**config.mk**
```make
export PLATFORM = sky130hd
export DESIGN_NAME = spcd_top
export DESIGN_NICKNAME = d
export VERILOG_FILES = /design/src/include/spcd_pkg.sv /design/src/core/spcd_divider.sv /design/src/core/spcd_top.sv
export SDC_FILE = /design/constraint.sdc
export NUM_CORES = 1
export LEC_CHECK = 0
export BUFFER_PORTS_ARGS = -buffer_cell sky130_fd_sc_hd__clkbuf_2
export CAP_MARGIN = 30
export CORE_AREA = 5 5 123 125
export DETAILED_ROUTE_END_ITERATION = 16
export DIE_AREA = 0 0 128 130
export GPL_ROUTABILITY_DRIVEN = 1
export REMOVE_ABC_BUFFERS = 1
export SYNTH_ARGS = -nofsm -noshare
export SYNTH_HDL_FRONTEND = slang
export SYNTH_SLANG_ARGS = --single-unit
```
**constraint.sdc**
```tcl
create_clock -name pclk -period 7.4 [get_ports pclk]
set_clock_uncertainty 0.2 [all_clocks]
set_input_delay 1.85 -clock pclk [delete_from_list [all_inputs] [get_ports pclk]]
set_output_delay 1.85 -clock pclk [all_outputs]
set_load 0.1 [all_outputs]
```
**src/include/spcd_pkg.sv**
```systemverilog
// Package of constants and types for the status pin clock dividers.
package spcd_pkg;

	// ==========================================================
	// Register indices; the byte address is four times the index.
	localparam logic [7:0] SPCD_IDX_CTRL = 8'h2d; // Pre-divider and pin source selection.
	localparam logic [7:0] SPCD_IDX_DIV_A = 8'h2e; // Divider A code.
	localparam logic [7:0] SPCD_IDX_DIV_B = 8'h2f; // Divider B code.
	localparam logic [7:0] SPCD_IDX_EDGE = 8'h31; // Pin edge-rate selection.
	localparam logic [7:0] SPCD_IDX_STAT = 8'h32; // Read-only live state.
	localparam int SPCD_ADDR_W = 12; // Width of the APB address.

	// ==========================================================
	// Reset values.
	localparam logic [7:0] SPCD_CTRL_RST = 8'h0a; // Both selectors at normal status.
	localparam logic [7:0] SPCD_DIV_RST = 8'h00; // Dividers disabled.
	localparam logic [3:0] SPCD_EDGE_RST = 4'h0; // Fast edges.

	// ==========================================================
	// Field positions inside the control and edge-rate registers.
	localparam int SPCD_SEL_A_LSB = 0; // Pin A source selector.
	localparam int SPCD_SEL_B_LSB = 2; // Pin B source selector.
	localparam int SPCD_PRE_A_LSB = 4; // Synth A pre-divider code.
	localparam int SPCD_PRE_B_LSB = 6; // Synth B pre-divider code.
	localparam int SPCD_EDGE_A_LSB = 0; // Pin A edge rate.
	localparam int SPCD_EDGE_B_LSB = 2; // Pin B edge rate.

	// ==========================================================
	// Encodings.
	localparam logic [1:0] SPCD_SEL_DIV_A = 2'h0; // Pin driven by divider A.
	localparam logic [1:0] SPCD_SEL_DIV_B = 2'h1; // Pin driven by divider B.
	localparam logic [1:0] SPCD_SEL_STATUS = 2'h2; // Normal status signalling.
	localparam logic [1:0] SPCD_SEL_OFF = 2'h3; // Pin disabled.
	localparam logic [1:0] SPCD_EDGE_SLOW = 2'h2; // Slow edge; fast is zero.
	localparam logic [1:0] SPCD_PRE_OFF = 2'h0; // Pre-divider disabled.
	localparam logic [1:0] SPCD_PRE_BY4 = 2'h1; // Pre-divider divides by 4.
	localparam logic [1:0] SPCD_PRE_BY5 = 2'h2; // Pre-divider divides by 5.
	localparam logic [2:0] SPCD_PRE_LAST4 = 3'h3; // Last count when dividing by 4.
	localparam logic [2:0] SPCD_PRE_LAST5 = 3'h4; // Last count when dividing by 5.
	localparam logic [7:0] SPCD_DIV_OFF = 8'h00; // Divider code meaning disabled.
	localparam logic [7:0] SPCD_DIV_MIN = 8'h06; // Smallest code that is taken as is.
	localparam logic [7:0] SPCD_DIV_LAST_MIN = 8'h05; // Last count for a ratio of 6.

	// ==========================================================
	// One status pin as driven to the pad.
	typedef struct packed {
		logic out; // Pin level.
		logic oe; // High while the pin is driven.
		logic slow; // High selects the slow edge.
	} spcd_pin_t;

	// Last count of a divider cycle: ratio minus one.
	function automatic logic [7:0] spcd_last(input logic [7:0] code);
		spcd_last = (code < SPCD_DIV_MIN) ? SPCD_DIV_LAST_MIN : code;
	endfunction

endpackage

```
**src/core/spcd_divider.sv**
```systemverilog
// One pre-divider followed by one 8-bit auxiliary divider.
module spcd_divider
	import spcd_pkg::*;
(
	input wire logic pclk,
	input wire logic presetn,
	input wire logic [1:0] prediv_code,
	input wire logic [7:0] div_code,
	output logic clk_out,
	output logic running
);

	// ==========================================================
	// State.
	logic [2:0] pre_q, pre_d; // Pre-divider count.
	logic [7:0] cnt_q, cnt_d; // Auxiliary divider count.
	logic out_q, out_d; // Divided clock.
	logic [2:0] pre_last; // Last pre-divider count.
	logic [7:0] last; // Last auxiliary count.
	logic [8:0] half; // Counts below this drive the output high.
	logic tick; // One pulse per pre-divided period.

	// Reserved pre-divider codes are treated as disabled, so no odd ratio leaks out.
	always_comb begin
		running = ((prediv_code == SPCD_PRE_BY4) || (prediv_code == SPCD_PRE_BY5))
			&& (div_code != SPCD_DIV_OFF); // [RULE8] [RULE9]
		pre_last = (prediv_code == SPCD_PRE_BY4) ? SPCD_PRE_LAST4 : SPCD_PRE_LAST5; // [RULE8]
		last = spcd_last(div_code); // [RULE2] [RULE4]
		half = ({1'b0, last} + 9'h001) >> 1;
		tick = running && (pre_q >= pre_last);
	end

	// Next state; a stopped divider clears and parks low, a running one only moves its count and output on a tick.
	always_comb begin
		pre_d = pre_q;
		cnt_d = cnt_q;
		out_d = out_q;
		if (!running) begin
			pre_d = 3'h0; // [RULE9]
			cnt_d = 8'h00;
			out_d = 1'b0;
		end else if (tick) begin
			pre_d = 3'h0;
			// Wrapping on greater-or-equal keeps a shortened code from running past its end.
			cnt_d = (cnt_q >= last) ? 8'h00 : cnt_q + 8'h01; // [RULE1] [RULE3]
			out_d = ({1'b0, cnt_d} < half);
		end else begin
			pre_d = pre_q + 3'h1;
		end
	end

	// Registers only.
	always_ff @(posedge pclk or negedge presetn) begin
		if (!presetn) begin
			pre_q <= 3'h0;
			cnt_q <= 8'h00;
			out_q <= 1'b0;
		end else begin
			pre_q <= pre_d;
			cnt_q <= cnt_d;
			out_q <= out_d;
		end
	end

	assign clk_out = out_q;

	// ==========================================================
	// Checks.
	stop_quiet_a: assert property (@(posedge pclk) disable iff (!presetn) // [RULE9]
		!running |=> !clk_out && (cnt_q == 8'h00))
		else $error("stopped divider moved");
	ratio_wrap_a: assert property (@(posedge pclk) disable iff (!presetn) // [RULE2]
		(tick && (cnt_q >= last) && $stable(div_code)) |=> (cnt_q == 8'h00))
		else $error("divider did not wrap at its ratio");
	// A small code must step through every count below five, so it can never wrap early.
	ratio_floor_a: assert property (@(posedge pclk) disable iff (!presetn) // [RULE4]
		(tick && (div_code != SPCD_DIV_OFF) && (div_code < SPCD_DIV_MIN)
		&& (cnt_q < SPCD_DIV_LAST_MIN) && $stable(div_code))
		|=> (cnt_q == $past(cnt_q) + 8'h01))
		else $error("divide ratio below six");
	pre_span_a: assert property (@(posedge pclk) disable iff (!presetn) // [RULE8]
		(running && (prediv_code == SPCD_PRE_BY4) && (pre_q == 3'h0)) ##1
		(running && (prediv_code == SPCD_PRE_BY4))[*3] |-> tick)
		else $error("pre-divide by four missed its tick");

endmodule

```
**src/core/spcd_top.sv**
```systemverilog
// Status pin clock dividers with their APB register file and pin selection.
//
// Summary of operation
// [RULE1] Divider A: 8-bit, from synth A, reset zero.
// [RULE2] Code 0 off, 1-5 give 6, else code+1.
// [RULE3] Divider B: 8-bit, from synth B, reset zero.
// [RULE4] Divider B uses the same code encoding.
// [RULE5] Pin B edge rate: 0 fast, 2 slow.
// [RULE6] Pin A edge rate: 0 fast, 2 slow.
// [RULE7] Pin source: A, B, status, off; reset status.
// [RULE8] Pre-divider: 0 off, 1 by 4, 2 by 5.
// [RULE9] Stopped divider holds its output quietly low.
//
// The implementer's own choice: the APB slave port.
module spcd_top
	import spcd_pkg::*;
(
	input wire logic pclk,
	input wire logic presetn,
	input wire logic psel,
	input wire logic penable,
	input wire logic pwrite,
	input wire logic [SPCD_ADDR_W-1:0] paddr,
	input wire logic [31:0] pwdata,
	output logic [31:0] prdata,
	output logic pready,
	output logic pslverr,
	input wire logic status_a_level,
	input wire logic status_b_level,
	output spcd_pin_t monitor_pin_a,
	output spcd_pin_t monitor_pin_b
);

	// ==========================================================
	// Address decode.

	// Byte address of a register index.
	function automatic logic [SPCD_ADDR_W-1:0] spcd_addr(input logic [7:0] idx);
		spcd_addr = {{(SPCD_ADDR_W-10){1'b0}}, idx, 2'b00};
	endfunction

	logic hit_ctrl, hit_div_a, hit_div_b, hit_edge, hit_stat; // One per register.
	logic mapped; // Address names a register.
	logic setup; // First cycle of a transfer.
	logic wr_en; // Write takes effect this edge.

	// The slave answers every access phase at once, so the access edge is the write edge.
	always_comb begin
		hit_ctrl = (paddr == spcd_addr(SPCD_IDX_CTRL));
		hit_div_a = (paddr == spcd_addr(SPCD_IDX_DIV_A));
		hit_div_b = (paddr == spcd_addr(SPCD_IDX_DIV_B));
		hit_edge = (paddr == spcd_addr(SPCD_IDX_EDGE));
		hit_stat = (paddr == spcd_addr(SPCD_IDX_STAT));
		mapped = hit_ctrl | hit_div_a | hit_div_b | hit_edge | hit_stat;
		setup = psel && !penable;
		wr_en = psel && penable && pwrite;
	end

	// ==========================================================
	// Configuration registers.
	logic [7:0] ctrl_q, ctrl_d; // Pre-divider codes and pin source selectors.
	logic [7:0] div_a_q, div_a_d; // Divider A code.
	logic [7:0] div_b_q, div_b_d; // Divider B code.
	logic [3:0] edge_q, edge_d; // Two edge-rate fields; the upper nibble is reserved.

	// Next values from bus writes; the status register ignores writes.
	always_comb begin
		ctrl_d = ctrl_q;
		div_a_d = div_a_q;
		div_b_d = div_b_q;
		edge_d = edge_q;
		if (wr_en && hit_ctrl) begin
			ctrl_d = pwdata[7:0]; // [RULE7] [RULE8]
		end
		if (wr_en && hit_div_a) begin
			div_a_d = pwdata[7:0]; // [RULE1]
		end
		if (wr_en && hit_div_b) begin
			div_b_d = pwdata[7:0]; // [RULE3]
		end
		if (wr_en && hit_edge) begin
			edge_d = pwdata[3:0]; // [RULE5] [RULE6]
		end
	end

	// Registers only.
	always_ff @(posedge pclk or negedge presetn) begin
		if (!presetn) begin
			ctrl_q <= SPCD_CTRL_RST; // [RULE7] [RULE8]
			div_a_q <= SPCD_DIV_RST; // [RULE1]
			div_b_q <= SPCD_DIV_RST; // [RULE3]
			edge_q <= SPCD_EDGE_RST; // [RULE5] [RULE6]
		end else begin
			ctrl_q <= ctrl_d;
			div_a_q <= div_a_d;
			div_b_q <= div_b_d;
			edge_q <= edge_d;
		end
	end

	// Field views.
	logic [1:0] sel_a, sel_b, pre_a, pre_b, rate_a, rate_b;
	assign sel_a = ctrl_q[SPCD_SEL_A_LSB +: 2];
	assign sel_b = ctrl_q[SPCD_SEL_B_LSB +: 2];
	assign pre_a = ctrl_q[SPCD_PRE_A_LSB +: 2];
	assign pre_b = ctrl_q[SPCD_PRE_B_LSB +: 2];
	assign rate_a = edge_q[SPCD_EDGE_A_LSB +: 2];
	assign rate_b = edge_q[SPCD_EDGE_B_LSB +: 2];

	// ==========================================================
	// Dividers.
	logic clk_a, clk_b; // Divided clocks.
	logic run_a, run_b; // Divider is producing edges.

	// Divider A follows synth A's pre-divider.
	spcd_divider u_div_a (
		.pclk(pclk),
		.presetn(presetn),
		.prediv_code(pre_a),
		.div_code(div_a_q),
		.clk_out(clk_a),
		.running(run_a)
	); // [RULE1]

	// Divider B follows synth B's pre-divider.
	spcd_divider u_div_b (
		.pclk(pclk),
		.presetn(presetn),
		.prediv_code(pre_b),
		.div_code(div_b_q),
		.clk_out(clk_b),
		.running(run_b)
	); // [RULE3]

	// ==========================================================
	// Pin selection.
	spcd_pin_t pin_a_q, pin_a_d, pin_b_q, pin_b_d; // Registered pin drive.

	// One pin's drive from its selector and edge-rate code.
	function automatic spcd_pin_t spcd_pin(input logic [1:0] sel, input logic [1:0] rate,
		input logic ca, input logic cb, input logic st);
		spcd_pin.oe = (sel != SPCD_SEL_OFF);
		spcd_pin.slow = (rate == SPCD_EDGE_SLOW);
		unique case (sel)
			SPCD_SEL_DIV_A: spcd_pin.out = ca;
			SPCD_SEL_DIV_B: spcd_pin.out = cb;
			SPCD_SEL_STATUS: spcd_pin.out = st;
			SPCD_SEL_OFF: spcd_pin.out = 1'b0;
		endcase
	endfunction

	// Reserved edge codes fall back to the fast edge, the safer default for a clock.
	always_comb begin
		pin_a_d = spcd_pin(sel_a, rate_a, clk_a, clk_b, status_a_level); // [RULE6] [RULE7]
		pin_b_d = spcd_pin(sel_b, rate_b, clk_a, clk_b, status_b_level); // [RULE5] [RULE7]
	end

	// Registers only; the pins come from flip-flops and cannot glitch on a selector change.
	always_ff @(posedge pclk or negedge presetn) begin
		if (!presetn) begin
			pin_a_q <= '0;
			pin_b_q <= '0;
		end else begin
			pin_a_q <= pin_a_d;
			pin_b_q <= pin_b_d;
		end
	end

	assign monitor_pin_a = pin_a_q;
	assign monitor_pin_b = pin_b_q;

	// ==========================================================
	// Read data and answer.
	logic [31:0] rdata_q, rdata_d; // Read data captured in the setup cycle.
	logic err_q, err_d; // Unmapped address seen in the setup cycle.

	// Read data is latched at setup so that it stands through the access phase.
	always_comb begin
		rdata_d = rdata_q;
		err_d = err_q;
		if (setup) begin
			rdata_d = 32'h0000_0000;
			err_d = !mapped;
			if (hit_ctrl) begin
				rdata_d[7:0] = ctrl_q;
			end
			if (hit_div_a) begin
				rdata_d[7:0] = div_a_q;
			end
			if (hit_div_b) begin
				rdata_d[7:0] = div_b_q;
			end
			if (hit_edge) begin
				rdata_d[3:0] = edge_q;
			end
			if (hit_stat) begin
				rdata_d[3:0] = {run_b, run_a, clk_b, clk_a};
			end
		end
	end

	// Registers only.
	always_ff @(posedge pclk or negedge presetn) begin
		if (!presetn) begin
			rdata_q <= 32'h0000_0000;
			err_q <= 1'b0;
		end else begin
			rdata_q <= rdata_d;
			err_q <= err_d;
		end
	end

	// Zero wait states: every access phase ends at its first edge.
	assign prdata = rdata_q;
	assign pready = 1'b1;
	assign pslverr = psel && penable && err_q;

	// ==========================================================
	// Checks.
	div_a_write_a: assert property (@(posedge pclk) disable iff (!presetn) // [RULE1]
		(wr_en && hit_div_a) |=> (div_a_q == $past(pwdata[7:0])))
		else $error("divider A code not stored");
	div_b_write_a: assert property (@(posedge pclk) disable iff (!presetn) // [RULE3]
		(wr_en && hit_div_b) |=> (div_b_q == $past(pwdata[7:0])))
		else $error("divider B code not stored");
	pin_off_a: assert property (@(posedge pclk) disable iff (!presetn) // [RULE7]
		(sel_a == SPCD_SEL_OFF) ##1 (sel_a == SPCD_SEL_OFF) |-> !monitor_pin_a.oe
		&& !monitor_pin_a.out)
		else $error("disabled pin still driven");
	pin_route_a: assert property (@(posedge pclk) disable iff (!presetn) // [RULE7]
		(sel_b == SPCD_SEL_DIV_A) |=> (monitor_pin_b.out == $past(clk_a)) && monitor_pin_b.oe)
		else $error("pin B does not follow divider A");
	slow_b_a: assert property (@(posedge pclk) disable iff (!presetn) // [RULE5]
		(rate_b == SPCD_EDGE_SLOW) |=> monitor_pin_b.slow)
		else $error("pin B slow edge not selected");
	fast_a_a: assert property (@(posedge pclk) disable iff (!presetn) // [RULE6]
		(rate_a != SPCD_EDGE_SLOW) |=> !monitor_pin_a.slow)
		else $error("pin A not on fast edge");
	idle_div_a: assert property (@(posedge pclk) disable iff (!presetn) // [RULE9]
		((div_a_q == SPCD_DIV_OFF) || (pre_a == SPCD_PRE_OFF))[*2] |-> !clk_a && !run_a)
		else $error("disabled divider A toggles");
	edge_rsvd_a: assert property (@(posedge pclk) disable iff (!presetn) // [RULE5]
		(setup && hit_edge) |=> (prdata[31:4] == 28'h0000000))
		else $error("reserved edge-rate bits read nonzero");

endmodule

```
* After elaboration in Yosys (flattened, before gate mapping)
Index checks and enable logic that the tools add are counted.
** Operators by class
- $add $sub $neg :: 6
- Multipliers :: 0
- Div/mod/pow operators :: 0
- Magnitude comparators :: 8
- Eq/ne operators :: 21
- Shift-type cells :: 0
- Mux-type cells :: 25
- Bitwise logic cells :: 4
- Reductions and logical operators :: 20
** Operators by type and width (number)
- $mux W8 :: 11
- $eq A12 B8 Y1 const B :: 5
- $add A8 B1 Y9 const B :: 2
- $mux W3 :: 6
- $add A8 B1 Y8 const B :: 2
- $eq A2 B2 Y1 const B :: 8
- $ge A8 B8 Y1 :: 2
- $lt A8 B3 Y1 const B :: 2
- $lt A8 B8 Y1 :: 2
- $reduce_bool A8 Y1 :: 2
- $logic_and A1 B1 Y1 :: 12
- $eq A2 B1 Y1 const B :: 4
- $mux W4 :: 2
- $pmux W1 S4 :: 2
- $add A3 B1 Y3 const B :: 2
- $ge A3 B3 Y1 :: 2
- $logic_not A2 Y1 :: 2
- $mux W1 :: 4
- $ne A2 B1 Y1 const B :: 2
- $ne A2 B2 Y1 const B :: 2
- $or A1 B1 Y1 :: 4
- $logic_not A1 Y1 :: 2
- $logic_or A1 B1 Y1 :: 2
** Storage, ports and cells
- Register bits after elaboration :: 67
- Bits in latches :: 0
- RAM bits :: 0
- ROM bits :: 0
- Bits of input ports :: 51
- Output and inout bits :: 40
- Logic and storage cells :: 102
- Memories :: 0

* Depth between registers and ports, before layout
- Word-level depth :: 7
- Gate-level depth with buffers :: 16
- Mapped depth without buffers :: 15

* Cells and area by module
A second synthesis with hierarchy kept.
** Unflattened totals
- Cell total of the unflattened synthesis :: 525
- Area, all modules :: 4848.4 µm²
** By module, submodules not included
- spcd_top :: times used 1, cells each 194, area each 2217.1 µm², sequential area each 1078.5 µm²
- spcd_divider at u_div_a :: times used 1, cells each 165, area each 1316.3 µm², sequential area each 300.3 µm²
- spcd_divider at u_div_b :: times used 1, cells each 166, area each 1315.0 µm², sequential area each 300.3 µm²

* Worst setup path after synthesis
No wires, ideal clock.
- Path type :: input -> output
- Start :: input psel
- End :: output pslverr
- Arrival time :: 2.624 ns
- Required time :: 5.350 ns
- Slack :: 2.726 ns
- Cell stages on the path :: 1
- Path through :: and3_1
** Between the ends
- Word-level cells in the longest chain between the ends :: 2
** RTL lines
- start, declared :: line spcd_top.sv:20 : input wire logic psel,
- $logic_and A1 B1 Y1 (2 in a row) :: line spcd_top.sv:216 : assign pslverr = psel && penable && err_q;
- end, declared :: line spcd_top.sv:27 : output logic pslverr,
Every way passes these cells.

* Final worst setup path
Ends and elaborated chain as after synthesis.

==> impl_metrics.env <==
export IMPL_status="completed"
export IMPL_totalWireLength_mm=11.28
export IMPL_total_power_mw=1.515
export IMPL_ctsResizeCount=0
export IMPL_grt_pass1_vias=3893
export IMPL_cts_setup_buffers=0
export IMPL_setup_violations=0
export IMPL_worst_pin_slew_ns=0.8828
export IMPL_diodes=0
export IMPL_hold_viol=0
export IMPL_vias_per_cell=5.205
export IMPL_cts_root_buf="clkbuf_16"
export IMPL_routed_wl_met3_um=562
export IMPL_antenna_left=0
export IMPL_ios=91
export IMPL_cts_clk_slew_worst_paths_ns=0.06
export IMPL_htree_levels=3
export IMPL_final_cells=745
export IMPL_rows=43
export IMPL_routed_wl_met2_mm=5.522
export IMPL_hold_path_class="flip-flop to flip-flop"
export IMPL_dieArea_um2=16640
export IMPL_synth_cell_area_um2=4771
export IMPL_drive_gt1_frac=0.1646
export IMPL_clk_path_buf_depth=2
export IMPL_dr_pass1_iters=4
export IMPL_core_um2=13770
export IMPL_dp_hpwl_mm=8.591
export IMPL_hold_slack_ns=0.2591
export IMPL_final_cell_mix="dfrtp_1 (65), nand2_1 (56), ha_1 (44)"
export IMPL_rsz0062_at_grt="no"
export IMPL_netlist_instances=521
export IMPL_synth_edff_count=0
export IMPL_antenna_found_initial=1
export IMPL_dp_cells=729
export IMPL_wl_met1_mm=5.077
export IMPL_cts_buffers=9
export IMPL_synth_seq_cells=67
export IMPL_cap_violations=0
export IMPL_die_w_um=128
export IMPL_final_common_cell="dfrtp_1"
export IMPL_num_vias=3878
export IMPL_synth_distinct_cells=55
export IMPL_yosys_warnings=0
export IMPL_port_buffers=41
export IMPL_wl_per_cell_um=15.14
export IMPL_start_util=0.3464
export IMPL_path_delay_family="buffers and inverters"
export IMPL_nets=655
export IMPL_max_freq_mhz=217.6
export IMPL_peakVddDrop_v=0.0001048
export IMPL_cp_slowest_cell="clkbuf_2"
export IMPL_syn_avg_cell_area_um2=9.157
export IMPL_cp_common_cell="clkbuf_2"
export IMPL_ys_flop_type="dfrtp_1"
export IMPL_hold_buffers=0
export IMPL_finalCriticalPeriod_ns=4.595
export IMPL_arrival_ns=2.54
export IMPL_cts_sinks=67
export IMPL_routabilityCongestion=0.8092
export IMPL_grt_first_pass_wirelength_mm=18.89
export IMPL_tritoncts="done"
export IMPL_fp_dieH_um=130
export IMPL_slew_violations=0
export IMPL_grtUsageTotal=0.1401
export IMPL_critical_path_max_stage_delay_ns=0.45
export IMPL_tns_ns=0
export IMPL_synth_async_reset_ratio=1.000
export IMPL_power_per_cell_area_nw_per_um2=282.4
export IMPL_cp_end_kind="output pin"
export IMPL_crit_type="input port to output pin"
export IMPL_worstSkewPairLatency_ns=0.33
export IMPL_p_leak_nw=2.580
export IMPL_cp_cell_sequence="clkbuf_2, and3_1, clkbuf_2"
export IMPL_cp_start_kind="input port"
export IMPL_grt_overflow=0
export IMPL_drc=0
export IMPL_area_growth_pct=12.46
export IMPL_worstPathMaxFanout=3
export IMPL_slew_headroom=0.4115
export IMPL_ys_seq_area_frac=0.3520
export IMPL_top_layer="met5"
export IMPL_drtIter0Drc=239
export IMPL_grt_max_degree=68
export IMPL_worstPathBufferInverterCount=2
export IMPL_required_ns=5.35
export IMPL_period_share=0.6209
[stage by stage]
step	area, µm²	setup slack [ns]	utilization
4_1_cts	5365	2.805	0.3895
3_3_place_gp	5049	2.815	0.3666
3_5_place_dp	5056	2.806	0.3671
2_1_floorplan	4596	2.726	-
5_1_grt	5365	2.780	0.3895
6_report	5365	2.805	0.3895
[report_power, final]
group          internal [mW]  switching, mW  leakage [nW]  total, mW
Combinational          0.214          0.363          1.63      0.576
Sequential             0.424         0.0723         0.798      0.496
Clock                  0.267          0.176         0.149      0.443
Total                  0.904          0.611          2.58       1.51
[state kept, by name (all words and copies together) (netlist names), 3 cells and up]
name / flops
u_div_a.pre_q: 3
div_b_q: 8
u_div_b.cnt_q: 8
monitor_pin_b: 3
edge_q: 4
ctrl_q: 8
div_a_q: 8
u_div_a.cnt_q: 8
monitor_pin_a: 3
prdata: 8
u_div_b.pre_q: 3
[cells in the mapped netlist, types with 9 or more instances]
cell / count / area share
nand3_1: 16 / 0.017
inv_1: 29 / 0.023
ha_1: 44 / 0.12
nand4_1: 14 / 0.018
nand2_1: 56 / 0.044
clkbuf_1: 9 / 0.0071
mux2_2: 20 / 0.047
buf_4: 27 / 0.042
a22oi_1: 10 / 0.016
dfrtp_1: 65 / 0.34
o21ai_0: 36 / 0.038
xnor2_1: 17 / 0.031
and3_1: 13 / 0.017
a21oi_1: 17 / 0.018
nor3_1: 9 / 0.0094
nor2_1: 38 / 0.030
[cells by family after synthesis]
| group | after synthesis | share of synthesized area |
|---|---|---|
| DFF | 67 | 0.3520 |
| xor gates and xnor gates | 25 | 0.04590 |
| other | 2 | 0.001574 |
| AOI/OAI and AO/OA | 103 | 0.1393 |
| muxes | 26 | 0.05980 |
| adders and majority gates | 44 | 0.1154 |
| buffers and inverters | 69 | 0.07763 |
| and+or+nand+nor | 185 | 0.2085 |
[metal layers]
| metal | up-vias | track usage |
|---|---|---|
| met5 | - | 0 |
| met4 | 2 | 0.03683 |
| met3 | 9 | 0.03766 |
| met2 | 74 | 0.2378 |
| met1 | 1888 | 0.1773 |
| li1 | 1905 | - |
[final timing paths]
kind | startpoint | end | slack, ns | cells past startpoint
worst max register to register | div_a_q[3] | u_div_a.clk_out | 3.61 | 14
worst max-delay path | psel | pslverr | 2.81 | 3
worst min-delay path | edge_q[0] | monitor_pin_a[0] | 0.26 | 1
min in group asynchronous | presetn | u_div_b.cnt_q[3] | 1.52 | 2
max in group asynchronous | presetn | prdata[6] | 4.89 | 2
worst min register to register | edge_q[0] | monitor_pin_a[0] | 0.26 | 1
[area by class of cell]
cell class / count / area (µm²)
fill: 1414 / 8408
multi-input combinational: 408 / 2808
sequential: 67 / 1679
timing repair buffer: 45 / 235.2
clock buffer: 9 / 225.2
tap: 180 / 225.2
inverter: 29 / 108.9
clock inverter: 7 / 83.83
(Power assumes the default switching activity.)
